$ cat config.mk
export PLATFORM = sky130hd
export DESIGN_NAME = msb_bridge
export DESIGN_NICKNAME = d
export VERILOG_FILES = /design/src/shared/msb_pkg.sv /design/src/shared/msb_line_if.sv /design/src/hdl/msb_bridge.sv /design/src/hdl/msb_line_monitor.sv
export SDC_FILE = /design/constraint.sdc
export NUM_CORES = 1
export LEC_CHECK = 0
export BUFFER_PORTS_ARGS = -buffer_cell sky130_fd_sc_hd__buf_2
export CAP_MARGIN = 20
export CORE_ASPECT_RATIO = 1.4
export CORE_UTILIZATION = 55
export CTS_BUF_LIST = sky130_fd_sc_hd__clkbuf_4 sky130_fd_sc_hd__clkbuf_8
export DETAILED_ROUTE_END_ITERATION = 12
export GPL_ROUTABILITY_DRIVEN = 0
export PLACE_DENSITY_LB_ADDON = 0.3
export SETUP_SLACK_MARGIN = 0.4
export SYNTH_ARGS = -nofsm -noshare
export SYNTH_HDL_FRONTEND = slang
export SYNTH_SLANG_ARGS = --single-unit
$ cat constraint.sdc
create_clock -name clock -period 2 [get_ports clock]
set_input_delay 0.3 -clock clock [delete_from_list [all_inputs] [get_ports clock]]
set_output_delay 0.3 -clock clock [all_outputs]
set_load 0.02 [all_outputs]
$ cat src/shared/msb_pkg.sv
// Purpose: Constants and state type for the mixed-speed segment bridge.
// Assumes: 100 MHz local clock.
// Notes:   Times are kept in ns; cycle counts derive from them.
package msb_pkg;
  // ****************************************
  // Timing
  // ****************************************
  localparam int CLK_PERIOD_NS = 10;
  localparam int RECOVER_NS    = 1000;
  // Least time: round up
  localparam int RECOVER_CYC   =
    (RECOVER_NS + CLK_PERIOD_NS - 1) / CLK_PERIOD_NS;
  localparam int BUS_FREE_NS   = 1300;
  // Longest time: round down
  localparam int BUS_FREE_CYC  = BUS_FREE_NS / CLK_PERIOD_NS;
  localparam int CNT_W         = 16;

  // ****************************************
  // Code recognition and fall counting
  // ****************************************
  localparam logic [4:0] HS_CODE_TOP   = 5'h01;
  localparam logic [3:0] BYTE_BITS     = 4'h8;
  localparam logic [3:0] ACK_FALL      = 4'hA;
  localparam logic [3:0] FIRST_BIT_CNT = 4'h1;

  // ****************************************
  // Values after reset
  // ****************************************
  localparam logic RST_DATA_PASS = 1'b1;
  localparam logic RST_CLK_PASS  = 1'b1;
  localparam logic RST_PULLDOWN  = 1'b0;
  localparam logic RST_MCS       = 1'b0;

  typedef enum logic [2:0] {
    MSB_JOINED   = 3'h0,
    MSB_SEP_DATA = 3'h1,
    MSB_PULL_LS  = 3'h3,
    MSB_HS       = 3'h2,
    MSB_CLK_REJ  = 3'h6,
    MSB_WAIT_HI  = 3'h4
  } msb_state_t;
endpackage

$ cat src/shared/msb_line_if.sv
// Purpose: Sampled bus levels and events passed from monitor to control.
// Assumes: All members are on the local clock.
// Notes:   Events are one-cycle pulses.
`timescale 1ns/1ps
`default_nettype none
interface msb_line_if;
  logic hsData;
  logic hsClk;
  logic lsData;
  logic lsClk;
  logic hsClkRise;
  logic hsClkFall;
  logic hsStart;
  logic hsStop;
  modport mon (output hsData, hsClk, lsData, lsClk,
               output hsClkRise, hsClkFall, hsStart, hsStop);
  modport ctl (input hsData, hsClk, lsData, lsClk,
               input hsClkRise, hsClkFall, hsStart, hsStop);
endinterface
`default_nettype wire

$ cat src/hdl/msb_bridge.sv
// Purpose: Autonomous control of the switches joining a high-speed segment
//          to a legacy-speed segment.
// Assumes: Switch outputs high mean the transistor conducts.
// Notes:   Pass switches change state while the joined lines are high, except on recovery.
`timescale 1ns/1ps
`default_nettype none

// Summary of operation
// - Without master code, segments stay joined, current source off.
// - On master code, open data pass first, then enable pull-down.
// - Open clock pass when both clocks high, before fast clock falls.
// - During fast transfer, legacy clock high and legacy data held low.
// - Legacy clock low for recovery time rejoins everything at once.
// - After fast STOP close clock pass, then release pull-down.
// - Close data pass only after legacy data line reads high, except on recovery.
// - Reconnect completely within Fast-mode bus free time.
// - Switching fast enough not to disturb fast lines.
// - Each device follows its own rate or stretches clock low.
// - Reserved code wins arbitration: bridge stays joined.
// - Fast-mode bus free time is 1.3 microseconds.
module msb_bridge
#(
  parameter int RECOVER_CYCLES = msb_pkg::RECOVER_CYC
)
(
  input  wire logic clock,
  input  wire logic rst,
  input  wire logic hsDataPin,
  input  wire logic hsClockPin,
  input  wire logic lsDataPin,
  input  wire logic lsClockPin,
  output var  logic dataPassSwitch,
  output var  logic clockPassSwitch,
  output var  logic dataPulldownSwitch,
  output var  logic masterCurrentSource
);
  import msb_pkg::*;

  msb_line_if lines ();

  msb_state_t       state_q;
  msb_state_t       state_d;
  logic             armed_q;
  logic [3:0]       bitCnt_q;
  logic [7:0]       code_q;
  logic             codeHit;
  logic             recover;
  logic [CNT_W-1:0] lowCnt_q;
  logic [3:0]       fallCnt_q;

  msb_line_monitor u_mon
  (
    .clock      (clock),
    .rst        (rst),
    .hsDataPin  (hsDataPin),
    .hsClockPin (hsClockPin),
    .lsDataPin  (lsDataPin),
    .lsClockPin (lsClockPin),
    .lines      (lines)
  );

  // ****************************************
  // Master code recognition
  // ****************************************
  // Ninth rising edge with data high is the not-acknowledge
  assign codeHit = armed_q && lines.hsClkRise && (bitCnt_q == BYTE_BITS)
                   && (code_q[7:3] == HS_CODE_TOP) && lines.hsData;

  always_ff @(posedge clock)
  begin
    if (rst)
    begin
      armed_q  <= 1'b0;
      bitCnt_q <= 4'h0;
      code_q   <= 8'h00;
    end
    else if (state_q != MSB_JOINED || lines.hsStop)
    begin
      armed_q  <= 1'b0;
      bitCnt_q <= 4'h0;
    end
    else if (lines.hsStart)
    begin
      armed_q  <= 1'b1;
      bitCnt_q <= 4'h0;
    end
    else if (armed_q && lines.hsClkRise)
    begin
      // Any byte other than the code, reserved ones included, disarms
      if (bitCnt_q == BYTE_BITS)
      begin
        armed_q <= 1'b0;
      end
      else
      begin
        code_q   <= {code_q[6:0], lines.hsData};
        bitCnt_q <= bitCnt_q + 4'h1;
      end
    end
  end

  // ****************************************
  // Recovery window
  // ****************************************
  // Saturating, so a stuck line cannot wrap and miss the threshold
  always_ff @(posedge clock)
  begin
    if (rst || lines.lsClk)
    begin
      lowCnt_q <= '0;
    end
    else if (lowCnt_q < CNT_W'(RECOVER_CYCLES))
    begin
      lowCnt_q <= lowCnt_q + CNT_W'(1);
    end
  end

  assign recover = (lowCnt_q >= CNT_W'(RECOVER_CYCLES));

  // ****************************************
  // Switch sequencing
  // ****************************************
  always_comb
  begin
    state_d = state_q;
    case (state_q)
      MSB_JOINED:
      begin
        if (codeHit)
        begin
          state_d = MSB_SEP_DATA;
        end
      end
      MSB_SEP_DATA:
      begin
        // Pull-down waits for the not-acknowledge clock to end
        if (lines.hsClkFall)
        begin
          state_d = MSB_PULL_LS;
        end
      end
      MSB_PULL_LS:
      begin
        if (lines.hsClk && lines.lsClk)
        begin
          state_d = MSB_HS;
        end
      end
      MSB_HS:
      begin
        if (lines.hsStop)
        begin
          state_d = MSB_CLK_REJ;
        end
      end
      MSB_CLK_REJ:
      begin
        state_d = MSB_WAIT_HI;
      end
      MSB_WAIT_HI:
      begin
        if (lines.lsData)
        begin
          state_d = MSB_JOINED;
        end
      end
      default:
      begin
        state_d = MSB_JOINED;
      end
    endcase
    if (recover && state_q != MSB_JOINED)
    begin
      state_d = MSB_JOINED;
    end
  end

  always_ff @(posedge clock)
  begin
    if (rst)
    begin
      state_q <= MSB_JOINED;
    end
    else
    begin
      state_q <= state_d;
    end
  end

  // Outputs follow the next state so each acts one cycle after its cause
  always_ff @(posedge clock)
  begin
    if (rst)
    begin
      dataPassSwitch     <= RST_DATA_PASS;
      clockPassSwitch    <= RST_CLK_PASS;
      dataPulldownSwitch <= RST_PULLDOWN;
    end
    else
    begin
      dataPassSwitch     <= (state_d == MSB_JOINED);
      clockPassSwitch    <= (state_d != MSB_HS);
      dataPulldownSwitch <= (state_d == MSB_PULL_LS)
                            || (state_d == MSB_HS)
                            || (state_d == MSB_CLK_REJ);
    end
  end

  // ****************************************
  // Current source enable for the active master
  // ****************************************
  // Falls counted from the repeated START; the tenth ends the ack bit
  always_ff @(posedge clock)
  begin
    if (rst || state_d != MSB_HS)
    begin
      masterCurrentSource <= RST_MCS;
      fallCnt_q           <= 4'h0;
    end
    else if (state_q != MSB_HS)
    begin
      masterCurrentSource <= 1'b1;
      fallCnt_q           <= 4'h0;
    end
    else if (lines.hsStart)
    begin
      fallCnt_q <= 4'h0;
    end
    else if (lines.hsClkFall)
    begin
      if (fallCnt_q + 4'h1 == ACK_FALL)
      begin
        masterCurrentSource <= 1'b0;
        fallCnt_q           <= FIRST_BIT_CNT;
      end
      else
      begin
        fallCnt_q <= fallCnt_q + 4'h1;
      end
    end
    else if (lines.hsClkRise)
    begin
      masterCurrentSource <= 1'b1;
    end
  end

  // ****************************************
  // Checks
  // ****************************************
  localparam int FREE_MAX = BUS_FREE_CYC;
endmodule
`default_nettype wire

$ cat src/hdl/msb_line_monitor.sv
// Purpose: Synchronise the four bus lines and detect fast clock edges, START, STOP.
// Assumes: Lines are asynchronous to the local clock.
// Notes:   Two flip-flops per line before any logic looks at it.
`timescale 1ns/1ps
`default_nettype none
module msb_line_monitor
(
  input  wire logic clock,
  input  wire logic rst,
  input  wire logic hsDataPin,
  input  wire logic hsClockPin,
  input  wire logic lsDataPin,
  input  wire logic lsClockPin,
  msb_line_if.mon   lines
);
  logic [3:0] pins;
  logic [3:0] meta_q;
  logic [3:0] sync_q;
  logic [3:0] prev_q;

  assign pins = {lsClockPin, lsDataPin, hsClockPin, hsDataPin};

  // ****************************************
  // Synchronisers
  // ****************************************
  genvar gi;
  generate
    for (gi = 0; gi < 4; gi++)
    begin : g_sync
      always_ff @(posedge clock)
      begin
        if (rst)
        begin
          meta_q[gi] <= 1'b1;
          sync_q[gi] <= 1'b1;
          prev_q[gi] <= 1'b1;
        end
        else
        begin
          meta_q[gi] <= pins[gi];
          sync_q[gi] <= meta_q[gi];
          prev_q[gi] <= sync_q[gi];
        end
      end
    end
  endgenerate

  assign lines.hsData    = sync_q[0];
  assign lines.hsClk     = sync_q[1];
  assign lines.lsData    = sync_q[2];
  assign lines.lsClk     = sync_q[3];
  assign lines.hsClkRise = sync_q[1] & ~prev_q[1];
  assign lines.hsClkFall = ~sync_q[1] & prev_q[1];
  // Data moving while clock held high
  assign lines.hsStart   = prev_q[1] & sync_q[1] & prev_q[0] & ~sync_q[0];
  assign lines.hsStop    = prev_q[1] & sync_q[1] & ~prev_q[0] & sync_q[0];
endmodule
`default_nettype wire

== Word level (Yosys, flattened, before mapping) ==
Cells that the tools add are included.
Storage, ports and cells
  register bits after elaboration: 50
  latch bits: 0
  memory bits (writable): 0
  bits in read-only memories: 0
  bits of input ports: 6
  output and inout bits: 4
  word-level logic and storage cells: 94
  memories: 0
Cells by class
  $add $sub $neg: 3
  multipliers: 0
  divide/modulo/power cells: 0
  order comparisons: 2
  eq/ne operators: 15
  shifts and indexed selects: 0
  muxes and demuxes: 16
  bitwise logic cells: 14
  reductions and logical operators: 24
Operators with widths (number)
  3-bit 2-to-1 mux: 6
  3-bit case mux with 6 select lines: 1
  16-bit by 1-bit adder with 16-bit output, second input constant: 1
  16-bit by 7-bit greater-or-equal comparator with 1-bit output, second input constant: 1
  16-bit by 7-bit less-than comparator with 1-bit output, second input constant: 1
  3-bit by 2-bit == test with 1-bit output, second input constant: 4
  3-bit == test, second input constant: 3
  4-bit by 1-bit adder with 4-bit output, second input constant: 2
  4-bit == test, second input constant: 2
  1-bit 2-to-1 mux: 8
  1-bit bitwise AND: 7
  1-bit inverter: 7
  1-bit logical AND: 6
  3-bit zero test: 2
  3-bit by 2-bit inequality test with 1-bit output, second input constant: 2
  3-bit nonzero test: 2
  3-bit OR reduction: 2
  5-bit by 1-bit == test with 1-bit output, second input constant: 1
  1-bit logical OR: 5
  4-bit 2-to-1 mux: 1
  2-bit AND reduction: 2
  4-bit AND reduction: 1
  2-bit nonzero test: 2
  3-bit by 1-bit == test with 1-bit output, second input constant: 1
  other kinds (4): 4

== Logic depth before layout (Yosys ltp) ==
Gate-level depths: netlist (run 1).
  depth after elaboration: 12
  gate-level depth with buffers: 7
  depth with buffers taken out: 7

== By module ==
From an unflattened synthesis (run 1), not the netlist that was laid out.
Unflattened totals
  cell total of the unflattened synthesis: 208
  area, all modules: 2021.9 um^2
Modules (own cells, without submodules)
  msb_bridge: instances 1, cells each 184, area each 1726.7 um^2
  msb_line_monitor: instances 1, cells each 24, area each 295.3 um^2

== Worst setup path after synthesis (run 1) ==
No wires, ideal clock.
  kind: register -> register
  start: register u_mon.sync_q[1] (netlist: u_mon.lines.hsClk)
  end: register fallCnt_q[0]
  arrival time: 1.605 ns
  data required time: 1.920 ns
  path slack: 0.316 ns
  stages on the path, launching flop included: 7
  buffers on the path: 0
  period minus slack after synthesis: 1.684 ns
  cell sequence: dfxtp_1 -> ha_1 -> and3b_1 -> o221ai_1 -> o311ai_1 -> or3_1 -> nor3b_1
On the way
  word-level cells in the longest chain between the ends: 11
  elaborated cells on any way between the ends: 22
  classes of those cells: eq/ne (1); mux (6); bitwise (8); reduce/logical (7)
Ends and longest elaborated chain
  start: declaration: line msb_line_monitor.sv:18  | logic [3:0] sync_q;
  start signal: indexed assignment: line msb_line_monitor.sv:41  | sync_q[gi] <= meta_q[gi];
  1-bit bitwise AND: line msb_line_monitor.sv:52  | assign lines.hsClkRise = sync_q[1] & ~prev_q[1];
  1-bit logical AND (2 in a row): line msb_bridge.sv:66  | assign codeHit = armed_q && lines.hsClkRise && (bitCnt_q == BYTE_BITS)
  1-bit logical AND (2 in a row): line msb_bridge.sv:67  | && (code_q[7:3] == HS_CODE_TOP) && lines.hsData;
  3-bit 2-to-1 mux: line msb_bridge.sv:129  | if (codeHit)
  3-bit case mux with 6 select lines: line msb_bridge.sv:126  | case (state_q)
  3-bit 2-to-1 mux: line msb_bridge.sv:172  | if (recover && state_q != MSB_JOINED)
  3-bit by 2-bit inequality test with 1-bit output: line msb_bridge.sv:215  | if (rst || state_d != MSB_HS)
  1-bit logical OR: line msb_bridge.sv:215
  3-bit OR reduction (no line)
  end signal: assignment: line msb_bridge.sv:238  | fallCnt_q <= fallCnt_q + 4'h1;
  end: declaration: line msb_bridge.sv:49  | logic [3:0] fallCnt_q;
Parallel ways exist; a longest one is shown, timed or not.
A chain may end at the register's enable or synchronous reset.

== Worst setup path in the final report (run 1) ==
Ends and elaborated chain as after synthesis.

==> reports/qor.csv, run 1 <==
metric,value,unit
p_leak,1.01,nW
hpwl,2.37,mm
grt_overflow,0,
regToRegSetupSlack,0.33,ns
htree_levels,2,
p_per_area,741,nW/µm²
core,3610,µm²
routed_wl,3.69,mm
numCtsBuffers,5,
dieArea,4000,µm²
rsz0062_at_grt,yes,
via_count,1476,
status,completed,
setup_viol,0,
ir_drop,0.658,mV
clk_pin_slew,0.09,ns
timing.rr.start,u_mon.lines.hsClk$_SDFF_PP1_,
tightest_slew,0.415,ns
skew,0.0107,ns
drive_gt1_share,27.2,%
io_pins,10,
r2r-end,fallCnt_q[0]$_SDFFE_PP0P_,
clk_path_buf_depth,2,
max_slew_margin,72.3,%
cts_root_buf,clkbuf_8,
end_kind,flop,
worstHoldStart,hsDataPin,
clock_sinks,50,
grt_pass1_wl,6.09,mm
drc,0,
yosysWarnings,0,
io_buffers,9,
track_usage,21.2,%
syn_nets,227,
drt-initial-drc-count,20,
grt_pass1_vias,1435,
grt_max_degree,24,
hold_violations,0,
stdcell_count,274,
tns,0,ns
final_cell_mix,"dfxtp_1, nor2_1, nand2_1, buf_4, or2_2",
worstPathRequired,2.24,ns
post-place-cells,259,
multi_input_area,1050,µm²
crit_fanout,4,
seqCellArea,1010,µm²
start_util,57.1,%
drv_cap,0,
synth_area_per_cell,9.73,µm²
antenna_found_initial,0,
dieHeight,74.4,µm
async_flop_share,0,%
fin_crit_sh,83.3,%
syn_inst,212,
worstPathCellList,"ha_4, and3b_1, o221ai_2, o311ai_4, or3_4, nor3b_2",
worstRegToRegCells,6,
final_common_cell,dfxtp_1,
critical_path_class,reg -> reg,
clk_latency,0.30,ns
cp_slowest_cell,or3_4,
cp.arrival,1.91,ns
nFillCells,312,
cts_hold_buffers,0,
synth.distinct_cells,49,
num_rows,26,
first_pass_iters,4,
n_antenna_cell,0,
vias_per_cell,5.39,
fmax,600,MHz
hold_path_end,u_mon.meta_q[0]$_SDFF_PP1_,
routedWlPerCell,13.5,µm
cp-start-kind,flop,
area_delta_synth_final,16.2,%
die_w,53.8,µm
ant_nets,0,
hold_depth,2,
yosys_register_bits,50,
slowest_delay,0.41,ns
hold_class,in -> reg,
synth_seq_area_share,48.5,%
fin_crit,1.67,ns
cts_tree,built,
netlist_area,2060,µm²
drv_slew,0,
synth_top_flop_cell,dfxtp_1,
synth-edff-count,0,
nets,247,
==> logic make-up after synthesis <==
group	count (synthesis)	synth area share, %
AOI/OAI and AO/OA	23	8.07
xor gates and xnor gates	10	4.25
adders and majority gates	9	5.46
buffers and inverters	17	4.55
DFF	50	48.5
muxes	10	4.85
and+or+nand+nor	93	24.3
==> what timing repair did <==
| item | 4_1_cts | 5_1_grt |
|---|---|---|
| pin swaps | 7 | 1 |
| buffers inserted | 4 | 4 |
| gates resized for setup | 9 | 5 |
| endpoints found under the setup margin | 4 | 9 |
==> state kept, by name, summed over array words and instances, names as in the netlist, 2 cells and up <==
register	count
bitCnt_q	4
code_q	8
fallCnt_q	4
lowCnt_q	16
state_q	3
u_mon.meta_q	4
u_mon.prev_q	2
==> through the flow <==
step                cell area [µm²]  util, %  hold slack [ns]  power (mW)  worst slack, ns
floorplan                      2100        -            0.389        1.07            0.397
global placement               2160     59.9            0.391        1.08            0.300
detailed placement             2160     59.9            0.395        1.09            0.289
CTS                            2340     64.8            0.178        1.78            0.355
global route                   2400     66.4            0.170        1.84            0.235
finish                         2400     66.4            0.181        1.78            0.333
==> report_power, final <==
part           total (mW)  leakage, nW  internal (mW)  switching, mW
Clock               0.713       0.0573          0.400          0.313
Sequential           1.01        0.407           1.00        0.00645
Combinational      0.0528        0.547         0.0242         0.0287
Total                1.78         1.01           1.43          0.348
==> critical path: cells and delay by family, from the launching register on <==
family,cells,cell delay (ns)
fa+ha+maj,1,0.16
simple gates,3,0.73
flops,1,0.37
compound gates,2,0.36
==> how the worst max path moves through the flow <==
stage | start | to | slack (ns) | cells after the start
final | u_mon.lines.hsClk$_SDFF_PP1_ | fallCnt_q[0]$_SDFFE_PP0P_ | 0.33 | 6
after global routing | fallCnt_q[0]$_SDFFE_PP0P_ | masterCurrentSource$_SDFFE_PP0P_ | 0.24 | 6
after CTS | u_mon.lines.hsClk$_SDFF_PP1_ | fallCnt_q[0]$_SDFFE_PP0P_ | 0.35 | 6
after detailed placement | u_mon.lines.hsClk$_SDFF_PP1_ | fallCnt_q[0]$_SDFFE_PP0P_ | 0.29 | 6
after global placement | u_mon.lines.hsClk$_SDFF_PP1_ | fallCnt_q[0]$_SDFFE_PP0P_ | 0.30 | 6
after floorplan | u_mon.lines.hsClk$_SDFF_PP1_ | fallCnt_q[0]$_SDFFE_PP0P_ | 0.40 | 6
==> synthesized netlist by cell type, drive strengths merged, types with 3 or more instances <==
master | instances | area [µm²]
dfxtp | 50 | 1000
nor2 | 31 | 116
nand2 | 13 | 56.3
or2 | 11 | 68.8
and2 | 10 | 62.6
mux2i | 10 | 100
ha | 9 | 113
inv | 9 | 33.8
xor2 | 7 | 61.3
a21oi | 6 | 30.0
clkbuf | 6 | 43.8
and3 | 4 | 27.5
nor3 | 4 | 20.0
nand4 | 3 | 18.8
xnor2 | 3 | 26.3
==> metal layers <==
layer	global-route usage, %	wire, µm
met2	34.4	1960
met1	25.5	1570
met3	5.73	67
met5	0	0
met4	9.94	91
==> area by class of cell <==
class,count,area share [%]
clock buffer,6,3.45
clock inverter,1,1.25
inverter,9,1.41
multi-input combinational,145,43.8
sequential,50,42.3
tap,42,2.19
timing repair buffer,21,5.64
Power figures use the tool's default switching activity.
==> run 2: changes to the inputs <==
- clock period: 2 -> 1.5 ns (I/O delays scaled with it)
==> run 2 against run 1 <==
  * The run now ends with negative setup slack left
  * Clock skew fell by 0.0067 ns
  * Worst hold slack got worse by 0.074 ns
  * Cell count rose by 16%
  * Register-to-register slack got worse by 0.58 ns
  * Sequential share of layout area fell by 7.9 points
  * Combinational power rose by 89%
  * Sequential cell count did not move
  * Wire length rose by 45%
  * Global-route usage rose by 4.9 points
  * Largest cell class unchanged
  * Highest routed layer unchanged
==> reports/qor.csv, run 2 (same netlist as run 1, synthesis figures left out) <==
metric,value,unit,change
status,"finished, violations left",,
violations,negative setup slack,,
core,3610,µm²,unchanged
ir_drop,0.961,mV,+46%
fin_crit,1.75,ns,+0.0782 ns
post-place-cells,288,,+11%
antenna_found_initial,0,,unchanged
setup_ws,-0.245,ns,-0.578 ns
clk_path_buf_depth,2,,unchanged
grt_pass1_wl,7.32,mm,+20%
first_pass_iters,4,,unchanged
nets,290,,+17%
largest_reg_flops,16,,unchanged
fmax,573,MHz,-4.5%
drv_slew,0,,unchanged
n_antenna_cell,0,,unchanged
skew,0.00396,ns,-0.00670 ns
clkPwrFrac,39.6,%,-0.6 points
tightest_slew,0.404,ns,-0.0103 ns
vias_per_cell,5.49,,+1.8%
final_common_cell,dfxtp_1,,
p_per_area,815,nW/µm²,+9.9%
via_count,1739,,+18%
hold_class,in -> reg,,
start_util,57.1,%,unchanged
crit_fanout,8,,+4
drv_cap,0,,unchanged
pwr-share-seq,56.2,%,-0.7 points
clk_latency,0.30,ns,about the same
critical_path_class,reg -> reg,,
grt_pass1_vias,1667,,+16%
clk_pin_slew,0.08,ns,about the same
comb_power_share,4.2,%,+1.2 points
track_usage,26.1,%,+4.9 points
num_rows,26,,unchanged
cp-start-kind,flop,,
slowest_delay,0.35,ns,-0.06 ns
routedWlPerCell,16.9,µm,+26%
p_leak,1.29,nW,+27%
numCtsBuffers,5,,unchanged
fin_util,81.5,%,+15 points
reg_top3,"lowCnt_q: 16 flops, code_q: 8 flops",,
grt_max_degree,24,,unchanged
die_w,53.8,µm,unchanged
cts_tree,built,,
htree_levels,2,,unchanged
worstPathRequired,1.68,ns,-0.56 ns
setup_viol,24,,+24
nFillCells,212,,-32%
rsz0062_at_grt,yes,,
io_pins,10,,unchanged
fin_crit_sh,116,%,+33 points
dieArea,4000,µm²,unchanged
max_slew_margin,72.9,%,+0.62 points
dieHeight,74.4,µm,unchanged
power.switching,0.478,mW,+37%
ant_nets,0,,unchanged
cp_slowest_cell,dfxtp_2,,
clock_sinks,50,,unchanged
swShare,19.9,%,+0.31 points
worstPathCellList,"inv_2, ha_2, and3b_2, buf_6, nand4b_1, buf_12, mux2i_1, nor2_1",,
drive_gt1_share,48.7,%,+22 points
cp.arrival,1.93,ns,+0.02 ns
routed_wl,5.36,mm,+45%
io_buffers,9,,unchanged
grt_overflow,0,,unchanged
drc,0,,unchanged
hpwl,2.76,mm,+16%
top_register,lowCnt_q,,
drt-initial-drc-count,57,,+190%
final_cell_mix,"dfxtp_1, buf_4, nor2_1, buf_6, or2_2",,
area_delta_synth_final,42.7,%,
end_kind,flop,,
stdcell_count,317,,+16%
internal-power,1.92,mW,+35%
cts_root_buf,clkbuf_8,,
hold_violations,0,,unchanged
run 2: timing repair:
| item | in CTS | in global routing |
|---|---|---|
| hold buffers | 0 | 0 |
| endpoints found under the setup margin | 31 | 31 |
| resized for setup | 37 | 21 |
| pin swaps | 17 | 15 |
| setup buffers | 15 | 7 |
run 2: area by class of cell:
class                      instances  area (µm²)  share of cell area [%]
inverter                           9        33.8                    1.15
tap                               42        52.6                    1.79
clock buffer                       6        82.6                    2.81
clock inverter                     1        30.0                    1.02
multi-input combinational        145        1180                    40.3
timing repair buffer              64         546                    18.5
sequential                        50        1010                    34.4
run 2: worst paths after layout:
kind	slack, ns	cells after the start	startpoint	end
worst max-delay path	-0.25	8	bitCnt_q[0]$_SDFFE_PP0P_	code_q[0]$_SDFFE_PP0P_
worst min-delay path	0.11	2	hsDataPin	u_mon.meta_q[0]$_SDFF_PP1_
worst max register to register	-0.25	8	bitCnt_q[0]$_SDFFE_PP0P_	code_q[0]$_SDFFE_PP0P_
worst min register to register	0.41	1	u_mon.meta_q[3]$_SDFF_PP1_	u_mon.lines.lsClk$_SDFF_PP1_
run 2: critical path: cells and delay by family (launching register included):
family	cells	cell delay (ns)
flip-flops	1	0.35
buffers and inverters	3	0.39
multiplexers	1	0.16
AND/OR/NAND/NOR	3	0.55
adder cells (fa/ha/maj)	1	0.16
run 2: metrics by stage:
step	area [µm²]	setup WS [ns]	power (mW)	TNS (ns)	hold slack [ns]
after floorplan	2140	-0.103	1.43	-0.253	0.329
after global placement	2430	-0.142	1.46	-0.827	0.390
after detailed placement	2430	-0.208	1.46	-1.40	0.394
after CTS	2800	-0.208	2.40	-1.73	0.0989
after global routing	2940	-0.291	2.47	-5.15	0.0952
final	2940	-0.245	2.40	-3.90	0.107
run 2: power groups by stage:
stage | sequential, mW | combinational [mW] | clock, mW
6_report | 1.35 | 0.100 | 0.950
3_3_place_gp | 1.38 | 0.0802 | 0
4_1_cts | 1.35 | 0.0931 | 0.963
2_1_floorplan | 1.38 | 0.0478 | 0
5_1_grt | 1.35 | 0.109 | 1.01
3_5_place_dp | 1.38 | 0.0830 | 0
run 2: per-layer routing:
metal | GRT usage, % | part of all wire (%) | vias to the layer above
met1 | 27.7 | 40 | 833
met5 | 0 | 0 | -
li1 | - | - | 844
met2 | 46.5 | 53 | 43
met3 | 6.75 | 3.4 | 19
met4 | 12.0 | 3.8 | 0
==> run 3: changes to the inputs <==
- RECOVER_POWER: not set -> 25
- SLEW_MARGIN: not set -> 30
==> run 3 against run 2 <==
  * The run still ends with negative setup slack left
  * Critical path depth stayed put
  * Via count did not move
  * Combinational power about the same
  * Total power about the same
  * Worst hold slack worse by 0.00063 ns
  * Sequential cell count stayed put
  * Clock power barely moved
  * Wire length hardly changed
  * Largest cell class unchanged
  * Largest power group unchanged
  * Highest routed layer unchanged
==> reports/qor.csv, run 3 (same netlist as run 1, synthesis figures left out) <==
metric,value,unit,change
clk_pin_slew,0.08,ns,about the same
final_cell_mix,"dfxtp_1, buf_4, nor2_1, buf_6, or2_2",,
io_buffers,9,,unchanged
grt_max_degree,24,,unchanged
start_util,57.1,%,unchanged
critical_path_class,reg -> reg,,
hold_class,in -> reg,,
setup_ws,-0.285,ns,-0.0399 ns
seqCellArea,1010,µm²,unchanged
ant_nets,0,,unchanged
final_common_cell,dfxtp_1,,
multi_input_area,1180,µm²,unchanged
p_per_area,816,nW/µm²,+0.18%
pwr-share-seq,56.2,%,about the same
p_leak,1.28,nW,-0.50%
fmax,560,MHz,-2.2%
htree_levels,2,,unchanged
core,3610,µm²,unchanged
design_area,2940,µm²,-0.17%
tightest_slew,0.961,ns,+0.557 ns
path_delay_family,simple AND/OR/NAND/NOR gates,,
fin_util,81.4,%,-0.14 points
drt-initial-drc-count,58,,+1.8%
cp.arrival,1.93,ns,about the same
skew,0.00436,ns,+0.000396 ns
nets,290,,unchanged
violations,negative setup slack,,
tns,-4.17,ns,-0.270 ns
ir_drop,0.961,mV,about the same
num_rows,26,,unchanged
cts_tree,built,,
die_w,53.8,µm,unchanged
grt_overflow,0,,unchanged
worstPathCellList,"inv_2, ha_2, and3b_2, buf_6, nand4b_1, buf_12, mux2i_1, nor2_1",,
stdcell_count,317,,unchanged
place_area,2430,µm²,unchanged
cts_hold_buffers,0,,unchanged
cp_slowest_cell,dfxtp_2,,
setup_viol,24,,unchanged
clkPwrFrac,39.7,%,about the same
drv_slew,0,,unchanged
cp-start-kind,flop,,
status,"finished, violations left",,
post-place-cells,288,,unchanged
dieArea,4000,µm²,unchanged
clk_path_buf_depth,2,,unchanged
crit_fanout,8,,unchanged
power.switching,0.480,mW,+0.38%
io_pins,10,,unchanged
nFillCells,215,,+1.4%
largest_reg_flops,16,,unchanged
track_usage,26.1,%,unchanged
power.total,2.40,mW,about the same
hpwl,2.76,mm,unchanged
area_delta_synth_final,42.5,%,
numCtsBuffers,5,,unchanged
clock_sinks,50,,unchanged
cp_num_buf_inv,3,,unchanged
cts_root_buf,clkbuf_8,,
dieHeight,74.4,µm,unchanged
routedWlPerCell,16.9,µm,about the same
drive_gt1_share,48.0,%,-0.73 points
vias_per_cell,5.49,,unchanged
drc,0,,unchanged
comb_power_share,4.1,%,about the same
slowest_delay,0.35,ns,about the same
reg_top3,"lowCnt_q: 16 flops, code_q: 8 flops",,
worstPathRequired,1.64,ns,-0.04 ns
drv_cap,0,,unchanged
top_register,lowCnt_q,,
hold_violations,0,,unchanged
swShare,20.0,%,+0.074 points
routed_wl,5.35,mm,about the same
grt_pass1_vias,1667,,unchanged
rsz0062_at_grt,yes,,
clk_latency,0.30,ns,about the same
grt_pass1_wl,7.32,mm,unchanged
via_count,1739,,unchanged
end_kind,flop,,
fin_crit,1.79,ns,+0.0399 ns
max_slew_margin,35.9,%,-37 points
fin_crit_sh,119,%,+2.7 points
first_pass_iters,4,,unchanged
internal-power,1.92,mW,about the same
antenna_found_initial,0,,unchanged
n_antenna_cell,0,,unchanged
run 3: changes by cell type in the layout (fill, tap and decap cells not counted), sizes merged:
| cell | before | now |
|---|---|---|
| buf | 64 | 62 |
| clkbuf | 6 | 8 |
run 3: worst reg2reg max path, cell delays in order (launching register included):
cell	delay [ns]
dfxtp_2	0.35
inv_2	0.05
ha_2	0.16
and3b_2	0.21
buf_6	0.12
nand4b_1	0.27
buf_12	0.22
mux2i_1	0.17
nor2_1	0.07
run 3: layout make-up:
| type | count | share of cell area [%] |
|---|---|---|
| clock inverters | 1 | 1.02 |
| repair buffers | 64 | 18.4 |
| inverters | 9 | 1.15 |
| clock buffers | 6 | 2.81 |
| multi-input cells | 145 | 40.3 |
| flip-flops and latches | 50 | 34.5 |
| well taps | 42 | 1.79 |
run 3: final timing paths:
kind	startpoint	end	slack [ns]	depth (start not counted)
worst max register to register	bitCnt_q[0]$_SDFFE_PP0P_	code_q[0]$_SDFFE_PP0P_	-0.29	8
worst min-delay path	hsDataPin	u_mon.meta_q[0]$_SDFF_PP1_	0.11	2
worst min register to register	u_mon.meta_q[3]$_SDFF_PP1_	u_mon.lines.lsClk$_SDFF_PP1_	0.41	1
worst max-delay path	bitCnt_q[0]$_SDFFE_PP0P_	code_q[0]$_SDFFE_PP0P_	-0.29	8
run 3: layer usage:
layer  vias to the layer above  track usage (%)  wire length [µm]
li1                        844                -                 -
met1                       836             27.7              2140
met2                        42             46.5              2850
met3                        17             6.75               175
met4                         0             12.0               182
met5                         -                0                 0
run 3: repair_timing:
item / 4_1_cts / 5_1_grt
resized for setup: 37 / 21
setup endpoints to repair: 31 / 31
pin swaps: 17 / 15
setup buffers: 15 / 7
run 3: through the flow:
stage | hold WS (ns) | setup slack (ns)
after floorplan | 0.329 | -0.103
after global placement | 0.390 | -0.142
after detailed placement | 0.394 | -0.208
after CTS | 0.0989 | -0.208
after global routing | 0.0952 | -0.334
final | 0.106 | -0.285
run 3: power by group through the flow:
stage               combinational [mW]  sequential [mW]  clock (mW)
floorplan                       0.0478             1.38           0
global placement                0.0802             1.38           0
detailed placement              0.0830             1.38           0
CTS                             0.0931             1.35       0.963
global route                     0.107             1.35        1.01
finish                          0.0984             1.35       0.952
